===== config.mk =====
export PLATFORM = sky130hd
export DESIGN_NAME = twc_top
export DESIGN_NICKNAME = d
export VERILOG_FILES = /design/src/design/twc_pkg.sv /design/src/design/twc_top.sv
export SDC_FILE = /design/constraint.sdc
export NUM_CORES = 1
export LEC_CHECK = 0
export BUFFER_PORTS_ARGS = -buffer_cell sky130_fd_sc_hd__buf_2
export CAP_MARGIN = 30
export CORE_MARGIN = 2
export CORE_UTILIZATION = 55
export CTS_BUF_LIST = sky130_fd_sc_hd__clkbuf_4 sky130_fd_sc_hd__clkbuf_8
export CTS_CLUSTER_SIZE = 20
export DETAILED_ROUTE_END_ITERATION = 16
export PLACE_DENSITY = 0.8
export SETUP_SLACK_MARGIN = 0.1
export SLEW_MARGIN = 30
export SYNTH_ARGS = -nofsm -noshare
export SYNTH_HDL_FRONTEND = slang
export SYNTH_SLANG_ARGS = --single-unit
export TNS_END_PERCENT = 5

===== constraint.sdc =====
create_clock -name mclk -period 3.44 [get_ports mclk]
set_input_delay 0.172 -clock mclk [delete_from_list [all_inputs] [get_ports mclk]]
set_output_delay 0.172 -clock mclk [all_outputs]
set_load 0.03 [all_outputs]

===== src/design/twc_pkg.sv =====
// constants for the 8-bit timer waveform control block
package twc_pkg;
  // register byte offsets
  localparam logic [7:0] TWC_OFS_CTRL_A = 8'h00;
  localparam logic [7:0] TWC_OFS_CTRL_B = 8'h04;
  localparam logic [7:0] TWC_OFS_COUNT  = 8'h08;
  localparam logic [7:0] TWC_OFS_CMP_A  = 8'h0c;
  localparam logic [7:0] TWC_OFS_CMP_B  = 8'h10;
  localparam logic [7:0] TWC_OFS_STAT   = 8'h14;
  localparam logic [7:0] TWC_OFS_MASK   = 8'h18;
  localparam logic [7:0] TWC_OFS_DIR    = 8'h1c;
  // control a fields
  localparam int TWC_A_FLD_HI  = 7;
  localparam int TWC_A_FLD_LO  = 6;
  localparam int TWC_B_FLD_HI  = 5;
  localparam int TWC_B_FLD_LO  = 4;
  localparam logic [7:0] TWC_CTRL_A_WMASK = 8'hf3;
  // control b fields
  localparam int TWC_B_MODE_HI = 3;
  localparam int TWC_B_RUN     = 0;
  localparam logic [7:0] TWC_CTRL_B_WMASK = 8'h09;
  // status and mask bit positions
  localparam int TWC_ST_OVF = 0;
  localparam int TWC_ST_MA  = 1;
  localparam int TWC_ST_MB  = 2;
  localparam logic [7:0] TWC_ST_WMASK = 8'h07;
  localparam logic [7:0] TWC_DIR_WMASK = 8'h03;
  localparam int TWC_DIR_A = 0;
  localparam int TWC_DIR_B = 1;
  // reset values
  localparam logic [7:0] TWC_RST_BYTE = 8'h00;
  localparam logic [31:0] TWC_RST_WORD = 32'h0000_0000;
  // counter landmarks
  localparam logic [7:0] TWC_MAX    = 8'hff;
  localparam logic [7:0] TWC_BOTTOM = 8'h00;
  localparam logic [7:0] TWC_ONE    = 8'h01;
  // waveform modes
  localparam logic [2:0] TWC_M_NORMAL = 3'h0;
  localparam logic [2:0] TWC_M_PC_MAX = 3'h1;
  localparam logic [2:0] TWC_M_CTC    = 3'h2;
  localparam logic [2:0] TWC_M_FP_MAX = 3'h3;
  localparam logic [2:0] TWC_M_PC_OCA = 3'h5;
  localparam logic [2:0] TWC_M_FP_OCA = 3'h7;
  // output action field codes
  localparam logic [1:0] TWC_ACT_OFF = 2'h0;
  localparam logic [1:0] TWC_ACT_TGL = 2'h1;
  localparam logic [1:0] TWC_ACT_CLR = 2'h2;
  localparam logic [1:0] TWC_ACT_SET = 2'h3;
  // axi responses
  localparam logic [1:0] TWC_RESP_OKAY   = 2'h0;
  localparam logic [1:0] TWC_RESP_SLVERR = 2'h2;
endpackage


===== src/design/twc_top.sv =====
// 8-bit timer/counter with two waveform outputs behind an axi4-lite slave
// Behaviour
// - timer tick is clock enable for counter
// - output a overrides pin when field nonzero
// - non-pwm a: off, toggle, clear, set
// - fast pwm a: toggle needs high bit; bottom action
// - fast pwm compare equals top: bottom only
// - phase pwm compare equals top: act at top
// - phase pwm a: up/down match clear/set
// - output b overrides pin when field nonzero
// - non-pwm b: off, toggle, clear, set
// - fast pwm b: 01 reserved, else bottom action
// - phase pwm b: 01 reserved, up/down action
// - control a bits 3:2 read zero
// - three-bit mode from two registers
// - mode table: sequence, top, update point
// - overflow flag point follows mode
//
// The register offsets and the AXI4-Lite interface to the registers are this design's own decisions.
`timescale 1ns/100ps
`default_nettype none
module twc_top
  import twc_pkg::*;
(
  // clock, reset, freeze
  input  wire logic        mclk,
  input  wire logic        srst,
  input  wire logic        mclk_en,
  // axi4-lite write address
  input  wire logic [7:0]  s_axi_awaddr,
  input  wire logic        s_axi_awvalid,
  output var  logic        s_axi_awready,
  // axi4-lite write data
  input  wire logic [31:0] s_axi_wdata,
  input  wire logic [3:0]  s_axi_wstrb,
  input  wire logic        s_axi_wvalid,
  output var  logic        s_axi_wready,
  // axi4-lite write response
  output var  logic [1:0]  s_axi_bresp,
  output var  logic        s_axi_bvalid,
  input  wire logic        s_axi_bready,
  // axi4-lite read address
  input  wire logic [7:0]  s_axi_araddr,
  input  wire logic        s_axi_arvalid,
  output var  logic        s_axi_arready,
  // axi4-lite read data
  output var  logic [31:0] s_axi_rdata,
  output var  logic [1:0]  s_axi_rresp,
  output var  logic        s_axi_rvalid,
  input  wire logic        s_axi_rready,
  // compare output pins
  output var  logic        compare_output_a,
  output var  logic        compare_output_a_oe,
  output var  logic        compare_output_b,
  output var  logic        compare_output_b_oe,
  // interrupt
  output var  logic        irq
);

  // software-visible registers, plus the internal live compares compare_value_a_q and compare_value_b_q
  logic [7:0] ctrl_a_q;
  logic [7:0] ctrl_b_q;
  logic [7:0] count_value_q;
  logic [7:0] cmp_buf_a_q;
  logic [7:0] cmp_buf_b_q;
  logic [7:0] compare_value_a_q;
  logic [7:0] compare_value_b_q;
  logic [7:0] stat_q;
  logic [7:0] mask_q;
  logic [7:0] dir_q;
  // internal timer state
  logic       count_up_q;
  logic       block_q;
  logic       pend_a_q;
  logic       pend_b_q;
  logic       wave_a_q;
  logic       wave_b_q;

  // bus handshake decode
  logic       wr_go;
  logic       rd_go;
  logic [7:0] wbyte;
  logic       wr_hit;
  assign wr_go = s_axi_awvalid && s_axi_wvalid && !s_axi_bvalid && !s_axi_awready;
  assign rd_go = s_axi_arvalid && !s_axi_rvalid && !s_axi_arready;
  assign wbyte = s_axi_wdata[7:0];
  assign wr_hit = wr_go && s_axi_wstrb[0];

  // mode decode
  logic [1:0] out_a_action_field;
  logic [1:0] out_b_action_field;
  logic [2:0] wave_mode;
  logic       timer_tick_enable;
  logic       is_fast;
  logic       is_pc;
  logic       is_ctc;
  logic       is_norm;
  logic       top_from_a;
  logic [7:0] top_val;
  logic       at_top;
  logic       at_bottom;
  logic       mode_ok;
  logic       a_pwm_off;
  assign out_a_action_field = ctrl_a_q[TWC_A_FLD_HI:TWC_A_FLD_LO];
  assign out_b_action_field = ctrl_a_q[TWC_B_FLD_HI:TWC_B_FLD_LO];
  assign wave_mode = {ctrl_b_q[TWC_B_MODE_HI], ctrl_a_q[1:0]};
  // tick is a plain enable on mclk, never a clock of its own
  assign timer_tick_enable = mclk_en && ctrl_b_q[TWC_B_RUN];
  assign is_norm = wave_mode == TWC_M_NORMAL;
  assign is_ctc = wave_mode == TWC_M_CTC;
  assign is_fast = (wave_mode == TWC_M_FP_MAX) || (wave_mode == TWC_M_FP_OCA);
  assign is_pc = (wave_mode == TWC_M_PC_MAX) || (wave_mode == TWC_M_PC_OCA);
  assign top_from_a = is_ctc || (wave_mode == TWC_M_FP_OCA) || (wave_mode == TWC_M_PC_OCA);
  assign top_val = top_from_a ? compare_value_a_q : TWC_MAX;
  assign at_top = count_value_q == top_val;
  assign at_bottom = count_value_q == TWC_BOTTOM;
  // reserved modes 4 and 6 hold still and raise nothing
  assign mode_ok = is_norm || is_ctc || is_fast || is_pc;
  // pwm toggle without the high mode bit leaves the pin to the port
  assign a_pwm_off = (is_fast || is_pc) && out_a_action_field == TWC_ACT_TGL && !ctrl_b_q[TWC_B_MODE_HI];

  // compare matches, suppressed on the tick after a counter write and in reserved modes
  logic match_a;
  logic match_b;
  logic a_top_flag;
  assign match_a = (count_value_q == compare_value_a_q) && !block_q && mode_ok;
  assign match_b = (count_value_q == compare_value_b_q) && !block_q && mode_ok;
  assign a_top_flag = top_from_a && (is_ctc || is_fast);

  // next output level for one channel
  function automatic logic wave_next(
    input logic       cur,
    input logic [1:0] fld,
    input logic       match,
    input logic       cmp_is_top,
    input logic       tgl_ok
  );
    logic lvl;
    lvl = cur;
    if (is_fast) begin
      // with clear or set the bottom action wins, so a match at top is ignored
      if (match && !(cmp_is_top && fld[1])) begin
        if (fld == TWC_ACT_TGL && tgl_ok) begin
          lvl = !cur;
        end else if (fld == TWC_ACT_CLR) begin
          lvl = 1'b0;
        end else if (fld == TWC_ACT_SET) begin
          lvl = 1'b1;
        end
      end
      if (at_top && fld == TWC_ACT_CLR) begin
        lvl = 1'b1;
      end else if (at_top && fld == TWC_ACT_SET) begin
        lvl = 1'b0;
      end
    end else if (is_pc) begin
      if (cmp_is_top && fld[1]) begin
        // match dropped; level forced when the counter sits at top
        if (at_top) begin
          lvl = (fld == TWC_ACT_CLR);
        end
      end else if (match) begin
        if (fld == TWC_ACT_TGL && tgl_ok) begin
          lvl = !cur;
        end else if (fld == TWC_ACT_CLR) begin
          lvl = !count_up_q;
        end else if (fld == TWC_ACT_SET) begin
          lvl = count_up_q;
        end
      end
    end else if (match) begin
      case (fld)
        TWC_ACT_TGL: lvl = !cur;
        TWC_ACT_CLR: lvl = 1'b0;
        TWC_ACT_SET: lvl = 1'b1;
        default:     lvl = cur;
      endcase
    end
    return lvl;
  endfunction

  // event strobes for the status register
  logic ovf_set;
  logic ma_set;
  logic mb_set;
  always_comb begin
    ovf_set = 1'b0;
    if (timer_tick_enable) begin
      if (is_norm || is_ctc || wave_mode == TWC_M_FP_MAX) begin
        ovf_set = count_value_q == TWC_MAX;
      end else if (is_pc) begin
        ovf_set = at_bottom && !count_up_q;
      end else if (wave_mode == TWC_M_FP_OCA) begin
        ovf_set = at_top;
      end
    end
  end
  // a-at-top flags with the clearing tick; others one tick late
  assign ma_set = timer_tick_enable && (a_top_flag ? (at_top && !block_q) : pend_a_q);
  assign mb_set = timer_tick_enable && pend_b_q;

  // match pending, carried to the following tick
  always_ff @(posedge mclk) begin
    if (srst) begin
      pend_a_q <= 1'b0;
      pend_b_q <= 1'b0;
    end else if (timer_tick_enable) begin
      pend_a_q <= match_a && !a_top_flag;
      pend_b_q <= match_b;
    end
  end

  // counter sequence and direction
  always_ff @(posedge mclk) begin
    if (srst) begin
      count_value_q <= TWC_BOTTOM;
      count_up_q <= 1'b1;
      block_q <= 1'b0;
    end else if (mclk_en) begin
      if (wr_hit && s_axi_awaddr == TWC_OFS_COUNT) begin
        // software write wins over the tick and masks the next match
        count_value_q <= wbyte;
        block_q <= 1'b1;
      end else if (timer_tick_enable) begin
        block_q <= 1'b0;
        if (is_pc) begin
          if (count_up_q && at_top) begin
            count_up_q <= 1'b0;
            count_value_q <= at_bottom ? TWC_BOTTOM : count_value_q - TWC_ONE;
          end else if (!count_up_q && at_bottom) begin
            count_up_q <= 1'b1;
            count_value_q <= at_top ? TWC_BOTTOM : TWC_ONE;
          end else begin
            count_value_q <= count_up_q ? count_value_q + TWC_ONE : count_value_q - TWC_ONE;
          end
        end else if (is_ctc || is_fast) begin
          count_up_q <= 1'b1;
          count_value_q <= at_top ? TWC_BOTTOM : count_value_q + TWC_ONE;
        end else if (is_norm) begin
          count_up_q <= 1'b1;
          count_value_q <= count_value_q + TWC_ONE;
        end
      end
    end
  end

  // compare buffers, copied at top in pwm modes
  always_ff @(posedge mclk) begin
    if (srst) begin
      compare_value_a_q <= TWC_RST_BYTE;
      compare_value_b_q <= TWC_RST_BYTE;
    end else if (mclk_en) begin
      if (!(is_fast || is_pc) || (timer_tick_enable && at_top)) begin
        compare_value_a_q <= cmp_buf_a_q;
        compare_value_b_q <= cmp_buf_b_q;
      end
    end
  end

  // waveform latches
  always_ff @(posedge mclk) begin
    if (srst) begin
      wave_a_q <= 1'b0;
      wave_b_q <= 1'b0;
    end else if (timer_tick_enable) begin
      wave_a_q <= wave_next(wave_a_q, out_a_action_field, match_a,
                            compare_value_a_q == top_val, ctrl_b_q[TWC_B_MODE_HI]);
      wave_b_q <= wave_next(wave_b_q, out_b_action_field, match_b,
                            compare_value_b_q == top_val, 1'b0);
    end
  end

  // pin drive; oe needs both a live field and the direction bit
  always_ff @(posedge mclk) begin
    if (srst) begin
      compare_output_a <= 1'b0;
      compare_output_a_oe <= 1'b0;
      compare_output_b <= 1'b0;
      compare_output_b_oe <= 1'b0;
    end else if (mclk_en) begin
      compare_output_a <= wave_a_q;
      compare_output_a_oe <= (|out_a_action_field) && !a_pwm_off && dir_q[TWC_DIR_A];
      compare_output_b <= wave_b_q;
      compare_output_b_oe <= (|out_b_action_field) && dir_q[TWC_DIR_B];
    end
  end

  // configuration registers
  always_ff @(posedge mclk) begin
    if (srst) begin
      ctrl_a_q <= TWC_RST_BYTE;
      ctrl_b_q <= TWC_RST_BYTE;
      cmp_buf_a_q <= TWC_RST_BYTE;
      cmp_buf_b_q <= TWC_RST_BYTE;
      mask_q <= TWC_RST_BYTE;
      dir_q <= TWC_RST_BYTE;
    end else if (mclk_en && wr_hit) begin
      case (s_axi_awaddr)
        TWC_OFS_CTRL_A: ctrl_a_q <= wbyte & TWC_CTRL_A_WMASK;
        TWC_OFS_CTRL_B: ctrl_b_q <= wbyte & TWC_CTRL_B_WMASK;
        TWC_OFS_CMP_A:  cmp_buf_a_q <= wbyte;
        TWC_OFS_CMP_B:  cmp_buf_b_q <= wbyte;
        TWC_OFS_MASK:   mask_q <= wbyte & TWC_ST_WMASK;
        TWC_OFS_DIR:    dir_q <= wbyte & TWC_DIR_WMASK;
        default:        ;
      endcase
    end
  end

  // sticky status, write one to clear; a new event beats the clear
  logic [7:0] stat_set;
  logic [7:0] stat_clr;
  always_comb begin
    stat_set = TWC_RST_BYTE;
    stat_set[TWC_ST_OVF] = ovf_set;
    stat_set[TWC_ST_MA] = ma_set;
    stat_set[TWC_ST_MB] = mb_set;
    stat_clr = (wr_hit && s_axi_awaddr == TWC_OFS_STAT) ? (wbyte & TWC_ST_WMASK) : TWC_RST_BYTE;
  end
  always_ff @(posedge mclk) begin
    if (srst) begin
      stat_q <= TWC_RST_BYTE;
      irq <= 1'b0;
    end else if (mclk_en) begin
      stat_q <= (stat_q & ~stat_clr) | stat_set;
      irq <= |(stat_q & mask_q);
    end
  end

  // write channel: address and data taken together, then response
  always_ff @(posedge mclk) begin
    if (srst) begin
      s_axi_awready <= 1'b0;
      s_axi_wready <= 1'b0;
      s_axi_bvalid <= 1'b0;
      s_axi_bresp <= TWC_RESP_OKAY;
    end else if (mclk_en) begin
      s_axi_awready <= wr_go;
      s_axi_wready <= wr_go;
      if (wr_go) begin
        s_axi_bvalid <= 1'b1;
        case (s_axi_awaddr)
          TWC_OFS_CTRL_A, TWC_OFS_CTRL_B, TWC_OFS_COUNT, TWC_OFS_CMP_A,
          TWC_OFS_CMP_B, TWC_OFS_STAT, TWC_OFS_MASK, TWC_OFS_DIR:
                   s_axi_bresp <= TWC_RESP_OKAY;
          default: s_axi_bresp <= TWC_RESP_SLVERR;
        endcase
      end else if (s_axi_bready) begin
        s_axi_bvalid <= 1'b0;
      end
    end
  end

  // read channel
  always_ff @(posedge mclk) begin
    if (srst) begin
      s_axi_arready <= 1'b0;
      s_axi_rvalid <= 1'b0;
      s_axi_rdata <= TWC_RST_WORD;
      s_axi_rresp <= TWC_RESP_OKAY;
    end else if (mclk_en) begin
      s_axi_arready <= rd_go;
      if (rd_go) begin
        s_axi_rvalid <= 1'b1;
        s_axi_rresp <= TWC_RESP_OKAY;
        s_axi_rdata <= TWC_RST_WORD;
        case (s_axi_araddr)
          TWC_OFS_CTRL_A: s_axi_rdata[7:0] <= ctrl_a_q;
          TWC_OFS_CTRL_B: s_axi_rdata[7:0] <= ctrl_b_q;
          TWC_OFS_COUNT:  s_axi_rdata[7:0] <= count_value_q;
          TWC_OFS_CMP_A:  s_axi_rdata[7:0] <= cmp_buf_a_q;
          TWC_OFS_CMP_B:  s_axi_rdata[7:0] <= cmp_buf_b_q;
          TWC_OFS_STAT:   s_axi_rdata[7:0] <= stat_q;
          TWC_OFS_MASK:   s_axi_rdata[7:0] <= mask_q;
          TWC_OFS_DIR:    s_axi_rdata[7:0] <= dir_q;
          default:        s_axi_rresp <= TWC_RESP_SLVERR;
        endcase
      end else if (s_axi_rready) begin
        s_axi_rvalid <= 1'b0;
      end
    end
  end

endmodule
`default_nettype wire


=== Word level (Yosys, flattened, before mapping) ===
Memory sizes are Yosys's and may differ from the RTL's.
Cells that the tools add are included.
Widths: inputs -> output; s select.

* Muxes and demuxes: 62
* Reduce and logical (&&, ||, !) cells: 97
* $add $sub $neg: 2
* Equality and inequality tests: 40
* Bitwise operators: 5

{| class="wikitable"
|+ Operator list
! operator !! count
|-
| $mux 8 || 11
|-
| $eq 8x5->1 const B || 8
|-
| $pmux 8 s8 || 1
|-
| $mux 1 || 45
|-
| $eq 8x8->1 || 5
|-
| $logic_and 1x1->1 || 36
|-
| $eq 8x4->1 const B || 4
|-
| $logic_not 8->1 || 3
|-
| $reduce_and 2->1 || 12
|-
| $eq 8x3->1 const B || 2
|-
| $reduce_and 8->1 || 2
|-
| $reduce_or 8->1 || 2
|-
| $reduce_bool 3->1 || 5
|-
| $logic_not 1->1 || 14
|-
| $logic_or 1x1->1 || 11
|-
| $reduce_bool 5->1 || 2
|-
| $add 8x1->8 const B || 1
|-
| $and 8x3->8 || 1
|-
| $and 8x8->8 || 1
|-
| $eq 2x2->1 const B || 4
|-
| $eq 8x8->1 const B || 1
|-
| $ne 4x1->1 const B || 2
|-
| $ne 4x4->1 const B || 2
|-
| $not 3->8 || 1
|-
| other kinds (21) || 30
|}

* Bits of input ports: 60
* Register bits after elaboration: 88
* ROM bits: 32
* Memories: 1

{| class="wikitable"
|+ Memory list
! memory !! words !! bits a word !! read ports !! clocked after Yosys merged registers in !! write ports !! RTL line !! source
|-
| (no name shown) || 32 || 1 || 1 || 0 || 0 || twc_top.sv:342 || <nowiki>case (s_axi_awaddr)</nowiki>
|}

=== Logic depth before layout (Yosys ltp) ===
* Depth after elaboration: 12
* Gate-level depth with buffers: 12
* Gate-level depth less buffers: 10

=== Least setup slack after synthesis ===
Ideal clock, no wire load.

* Kind: reg-to-reg
* Start point: reg ctrl_b_q[3]
* End point: reg wave_b_q
* Cell stages (with the launch flop): 12
* Required time: 3.368 ns
* Buffers on the path: 3
* Path slack: 0.923 ns
* Data arrival time: 2.445 ns
* Cell sequence: dfxtp_1 > buf_2 > or3b_1 > a21o_1 > a2111oi_4 > nand4_2 > buf_6 > buf_2 > mux2i_1 > a311oi_1 > o21ai_0 > mux2i_1

* Longest elaborated chain between the ends: 10
* Elaborated cells between the ends (all ways): 35

{| class="wikitable"
|+ RTL lines
! what !! RTL line !! source
|-
| start: declaration || twc_top.sv:62 || <nowiki>logic [7:0] ctrl_b_q;</nowiki>
|-
| start signal: assignment || twc_top.sv:300 || <nowiki>TWC_OFS_CTRL_B: ctrl_b_q <= wbyte & TWC_CTRL_B_WMASK;</nowiki>
|-
| $eq 3x2->1 / $eq 3x3->1 (equally long branches) || twc_top.sv:110, twc_top.sv:111, twc_top.sv:113 ||
|-
| $logic_or 1x1->1 (2 in a row) || twc_top.sv:113 || <nowiki>assign top_from_a = is_ctc || (wave_mode == TWC_M_FP_OCA) || (wave_mode == TWC_M_PC_OCA);</nowiki>
|-
| $mux 8 || twc_top.sv:114 || <nowiki>assign top_val = top_from_a ? compare_value_a_q : TWC_MAX;</nowiki>
|-
| $eq 8x8->1 || twc_top.sv:269 || <nowiki>compare_value_b_q == top_val, 1'b0);</nowiki>
|-
| $logic_and 1x1->1 || twc_top.sv:142, twc_top.sv:157 ||
|-
| $logic_not 1->1 || twc_top.sv:142 || <nowiki>if (match && !(cmp_is_top && fld[1])) begin</nowiki>
|-
| $logic_and 1x1->1 || twc_top.sv:142 ||
|-
| $ne 4x1->1 (no source line) || -- ||
|-
| $reduce_and 8->1 (no source line) || -- ||
|-
| end signal: assignment || twc_top.sv:268 || <nowiki>wave_b_q <= wave_next(wave_b_q, out_b_action_field, match_b,</nowiki>
|-
| end: declaration || twc_top.sv:77 || <nowiki>logic wave_b_q;</nowiki>
|}

Parallel ways exist; a longest one is shown, timed or not.
A chain may end at the register's enable or synchronous reset.

=== Worst setup path after layout ===
* Start point: reg ctrl_b_q[3]
* End point: reg count_value_q[5]

* Longest elaborated chain between the ends: 10
* Elaborated cells between the ends (all ways): 22

{| class="wikitable"
|+ RTL lines
! what !! RTL line !! source
|-
| $eq 3x2->1 / $eq 3x3->1 (equally long branches) || twc_top.sv:110, twc_top.sv:111, twc_top.sv:113 ||
|-
| $logic_or 1x1->1 (2 in a row) || twc_top.sv:113 ||
|-
| $mux 8 || twc_top.sv:114 ||
|-
| $eq 8x8->1 || twc_top.sv:115 || <nowiki>assign at_top = count_value_q == top_val;</nowiki>
|-
| $mux 8 / $logic_and 1x1->1 (equally long branches) || twc_top.sv:238, twc_top.sv:227 ||
|-
| $mux 8 (on tied branches) || twc_top.sv:236, twc_top.sv:227 ||
|-
| $mux 8 || twc_top.sv:226 || <nowiki>if (is_pc) begin</nowiki>
|-
| $mux 8 || twc_top.sv:224 || <nowiki>end else if (timer_tick_enable) begin</nowiki>
|-
| $mux 8 || twc_top.sv:220 || <nowiki>if (wr_hit && s_axi_awaddr == TWC_OFS_COUNT) begin</nowiki>
|-
| end signal: assignment || twc_top.sv:222 || <nowiki>count_value_q <= wbyte;</nowiki>
|-
| end signal: assignment || twc_top.sv:229 || <nowiki>count_value_q <= at_bottom ? TWC_BOTTOM : count_value_q - TWC_ONE;</nowiki>
|-
| end signal: assignment || twc_top.sv:238 || <nowiki>count_value_q <= at_top ? TWC_BOTTOM : count_value_q + TWC_ONE;</nowiki>
|-
| end: declaration || twc_top.sv:63 || <nowiki>logic [7:0] count_value_q;</nowiki>
|}

Parallel ways exist; a longest one is shown, timed or not. The select of a mux whose other input is x is not followed.

==> out/summary.txt <==
Cells after Synth -> 659
FF-to-FF setup slack -> 0.48 ns
top cell type's share of synthesized area -> 0.319
Detail Route Antenna Nets -> 0
Worst slew margin -> 0.314
worst setup margin -> 0.485 ns
worst r2r dst -> count_value_q[5]$_SDFFE_PP0P_
Area contributors post-synth -> dfxtp_1 (32%), mux2i_1 (5.7%), nand2_1 (5.4%), a21oi_1 (5.2%), nor2_1 (5.0%)
Bufs and invs on worst path -> 1
initial DRC count -> 608
gr ovfl total -> 0
HPWL after DPL -> 10.8 mm
final hold vios -> 0
global-route wire length before repair -> 23.4 mm
Synthesis Warnings -> 0
cts repair resizes -> 0
Fillers -> 787
Slew @ Worst Pin -> 1.02 ns
Largest delay share family, worst path -> compound AO/OA/AOI/OAI gates
via count -> 5173
post-CTS setup buffer count -> 0
status -> finished clean
top cells by count, synth -> dfxtp_1 (81), nand2_1 (73), nor2_1 (68)
CTS max path bufs -> 2
post-layout min period -> 2.96 ns
Max Clock Skew -> 0.0111 ns
cell count of the worst hold path -> 4
H-tree levels -> 3
DR WL/cell -> 18.3 µm
DRT Pass-1 Iters -> 5
Post-DP Area -> 5290 µm²
reg-to-reg startpoint -> ctrl_b_q[3]$_SDFFE_PP0P_
vias in the first global route -> 4685
period utilization -> 0.859
WP data required -> 3.67 ns
die area -> 10000 µm²
synth unique cells -> 66
Port Buffers -> 52
Core Footprint -> 9110 µm²
layout cell share with drive strength beyond 1 -> 0.131
crit path launch type -> register
delay of the slowest critical-path stage -> 0.56 ns
post-synthesis sequential area ratio -> 0.319
setup TNS -> 0 ns
mean post-synth cell area -> 7.72 µm²
Worst Setup Path Type -> reg -> reg
Worst VDD drop -> 0.000243 V
hold buffer count at CTS -> 0
final estimated routing congestion in global placement -> 1.00
GRT Overall Usage -> 0.294
Critical Path Source -> ctrl_b_q[3]$_SDFFE_PP0P_
Die W -> 100 µm
Antenna Cells -> 0
DR vias/cell -> 6.42
number of synthesized flops with an enable pin -> 0
# setup viols final -> 0
leading area contributor after synthesis -> dfxtp_1
Skew-Pair Late Insertion Delay -> 0.37 ns
RSZ-0062 raised after global routing -> no
clock transition at the registers of the reported paths -> 0.09 ns
register bit total from synthesis -> 81
Mapped Area -> 5090 µm²
# nets final -> 756
R2R depth -> 9
Setup WS pre-CTS -> 0.521 ns
CTS root buffer -> clkbuf_8
worst-path fanout max -> 22
worst hold-check path type -> in -> reg
hold_sp -> s_axi_bready
Initial Util -> 0.559
chip height -> 100 µm
Cell Pwr Density -> 328 nW/µm²
Layout Area Growth over Synthesis -> 7.97%
final wirelength -> 14.7 mm
Finished Cell Area -> 5490 µm²
ys async rst share -> 0
crit path cell chain -> or3b_1 > a21o_1 > a2111oi_4 > nand4_2 > buf_4 > o22a_1 > a221o_1 > o211ai_1 > a31oi_1
leakage -> 2.14 nW
slowest CP cell -> or3b_1
f_max -> 338 MHz
endpoint class of the critical path -> register
max_cap viols -> 0
Remaining DRCs -> 0
Worst Hold End -> s_axi_bvalid$_SDFFE_PP0P_
TritonCTS buffer count -> 9
total power -> 1.80 mW
CTS tree -> yes
largest net degree at the start of global routing -> 53
initial antenna violation count -> 0
num rows -> 35
Worst EP arrival -> 3.19 ns
CTS sink count -> 81
Top Ports -> 106
commonest register cell after synthesis -> dfxtp_1
most frequent cell after synthesis -> dfxtp_1
Final Max Tran Viols -> 0
==> placed cells by master, fill, tap and decap left out, types with 3 or more instances in the layout <==
cell type / count
a211o_1: 4
a211oi_1: 6
a21o_1: 3
a21oi_1: 53
a22oi_1: 25
a2bb2oi_1: 3
a311oi_1: 3
a31oi_1: 7
and2_1: 6
and3_1: 9
buf_2: 51
buf_4: 13
clkbuf_8: 9
conb_1: 26
dfxtp_1: 81
ha_1: 6
inv_1: 12
mux2i_1: 29
nand2_1: 73
nand2b_1: 19
nand3_1: 39
nand3b_1: 3
nand4_1: 7
nand4b_1: 3
nor2_1: 68
nor2b_1: 4
nor3_1: 21
nor4_1: 10
o211ai_1: 10
o21a_1: 3
o21ai_0: 10
o221ai_1: 3
o311a_1: 3
o32ai_1: 3
or3_1: 6
xnor2_1: 8
xor2_1: 11
==> sequential cells by signal, summed over array words and instances (netlist names), 6 cells and up <==
name and cells:
cmp_buf_a_q 8, count_value_q 8, cmp_buf_b_q 8, ctrl_a_q 6
compare_value_b_q 8, compare_value_a_q 8, s_axi_rdata 8
==> worst min-delay path, delay by kind of cell <==
family / cells / cell delay, ns
simple gates: 2 / 0.09
buf+inv: 1 / 0.08
compound gates: 1 / 0.05
==> power by group <==
group          internal, mW  total (mW)  switching (mW)
clock network         0.347       0.720           0.372
registers             0.941       0.945         0.00345
logic                0.0295       0.139           0.110
total                  1.32        1.80           0.485
==> layer usage <==
metal	vias up	routed length, µm	global-route usage
met5	-	0	0
li1	2399	-	-
met4	0	655	0.158
met1	2402	5940	0.375
met2	312	6760	0.469
met3	60	1380	0.0557
==> cell type report <==
type / count / area, µm² / area share
Clock buffer: 10 / 131 / 0.0239
Clock inverter: 6 / 67.6 / 0.0123
Inverter: 12 / 45.0 / 0.00820
Multi-Input combinational cell: 522 / 3140 / 0.571
Sequential cell: 81 / 1620 / 0.295
Tap cell: 111 / 139 / 0.0253
Timing Repair Buffer: 64 / 353 / 0.0642
==> logic make-up (layout without fill, tap and decap cells) <==
group | after synthesis | count (layout) | synth area share
other | 1 | 26 | 0.000737
adders and majority gates | 6 | 6 | 0.0148
and+or+nand+nor | 280 | 280 | 0.268
muxes | 31 | 31 | 0.0615
buffers and inverters | 81 | 92 | 0.0834
AOI/OAI and AO/OA | 160 | 160 | 0.221
DFF | 81 | 81 | 0.319
xor gates and xnor gates | 19 | 19 | 0.0327
==> worst max path at each step <==
stage                                    endpoint  slack, ns  cells after the start
floorplan                   wave_b_q$_SDFFE_PP0P_       0.92                     11
global placement    count_value_q[5]$_SDFFE_PP0P_       0.55                      9
detailed placement  count_value_q[5]$_SDFFE_PP0P_       0.52                      9
CTS                 count_value_q[5]$_SDFFE_PP0P_       0.50                      9
global route        count_value_q[5]$_SDFFE_PP0P_       0.36                      9
finish              count_value_q[5]$_SDFFE_PP0P_       0.48                      9
==> stage by stage <==
stage,utilization,hold WS (ns),cells
after floorplan,-,0.316,684
after global placement,0.581,0.447,790
after detailed placement,0.581,0.455,790
after CTS,0.603,0.0644,806
after global routing,0.603,0.0940,806
final,0.603,0.0746,806
Note: power is estimated with default switching activity, not from simulation.
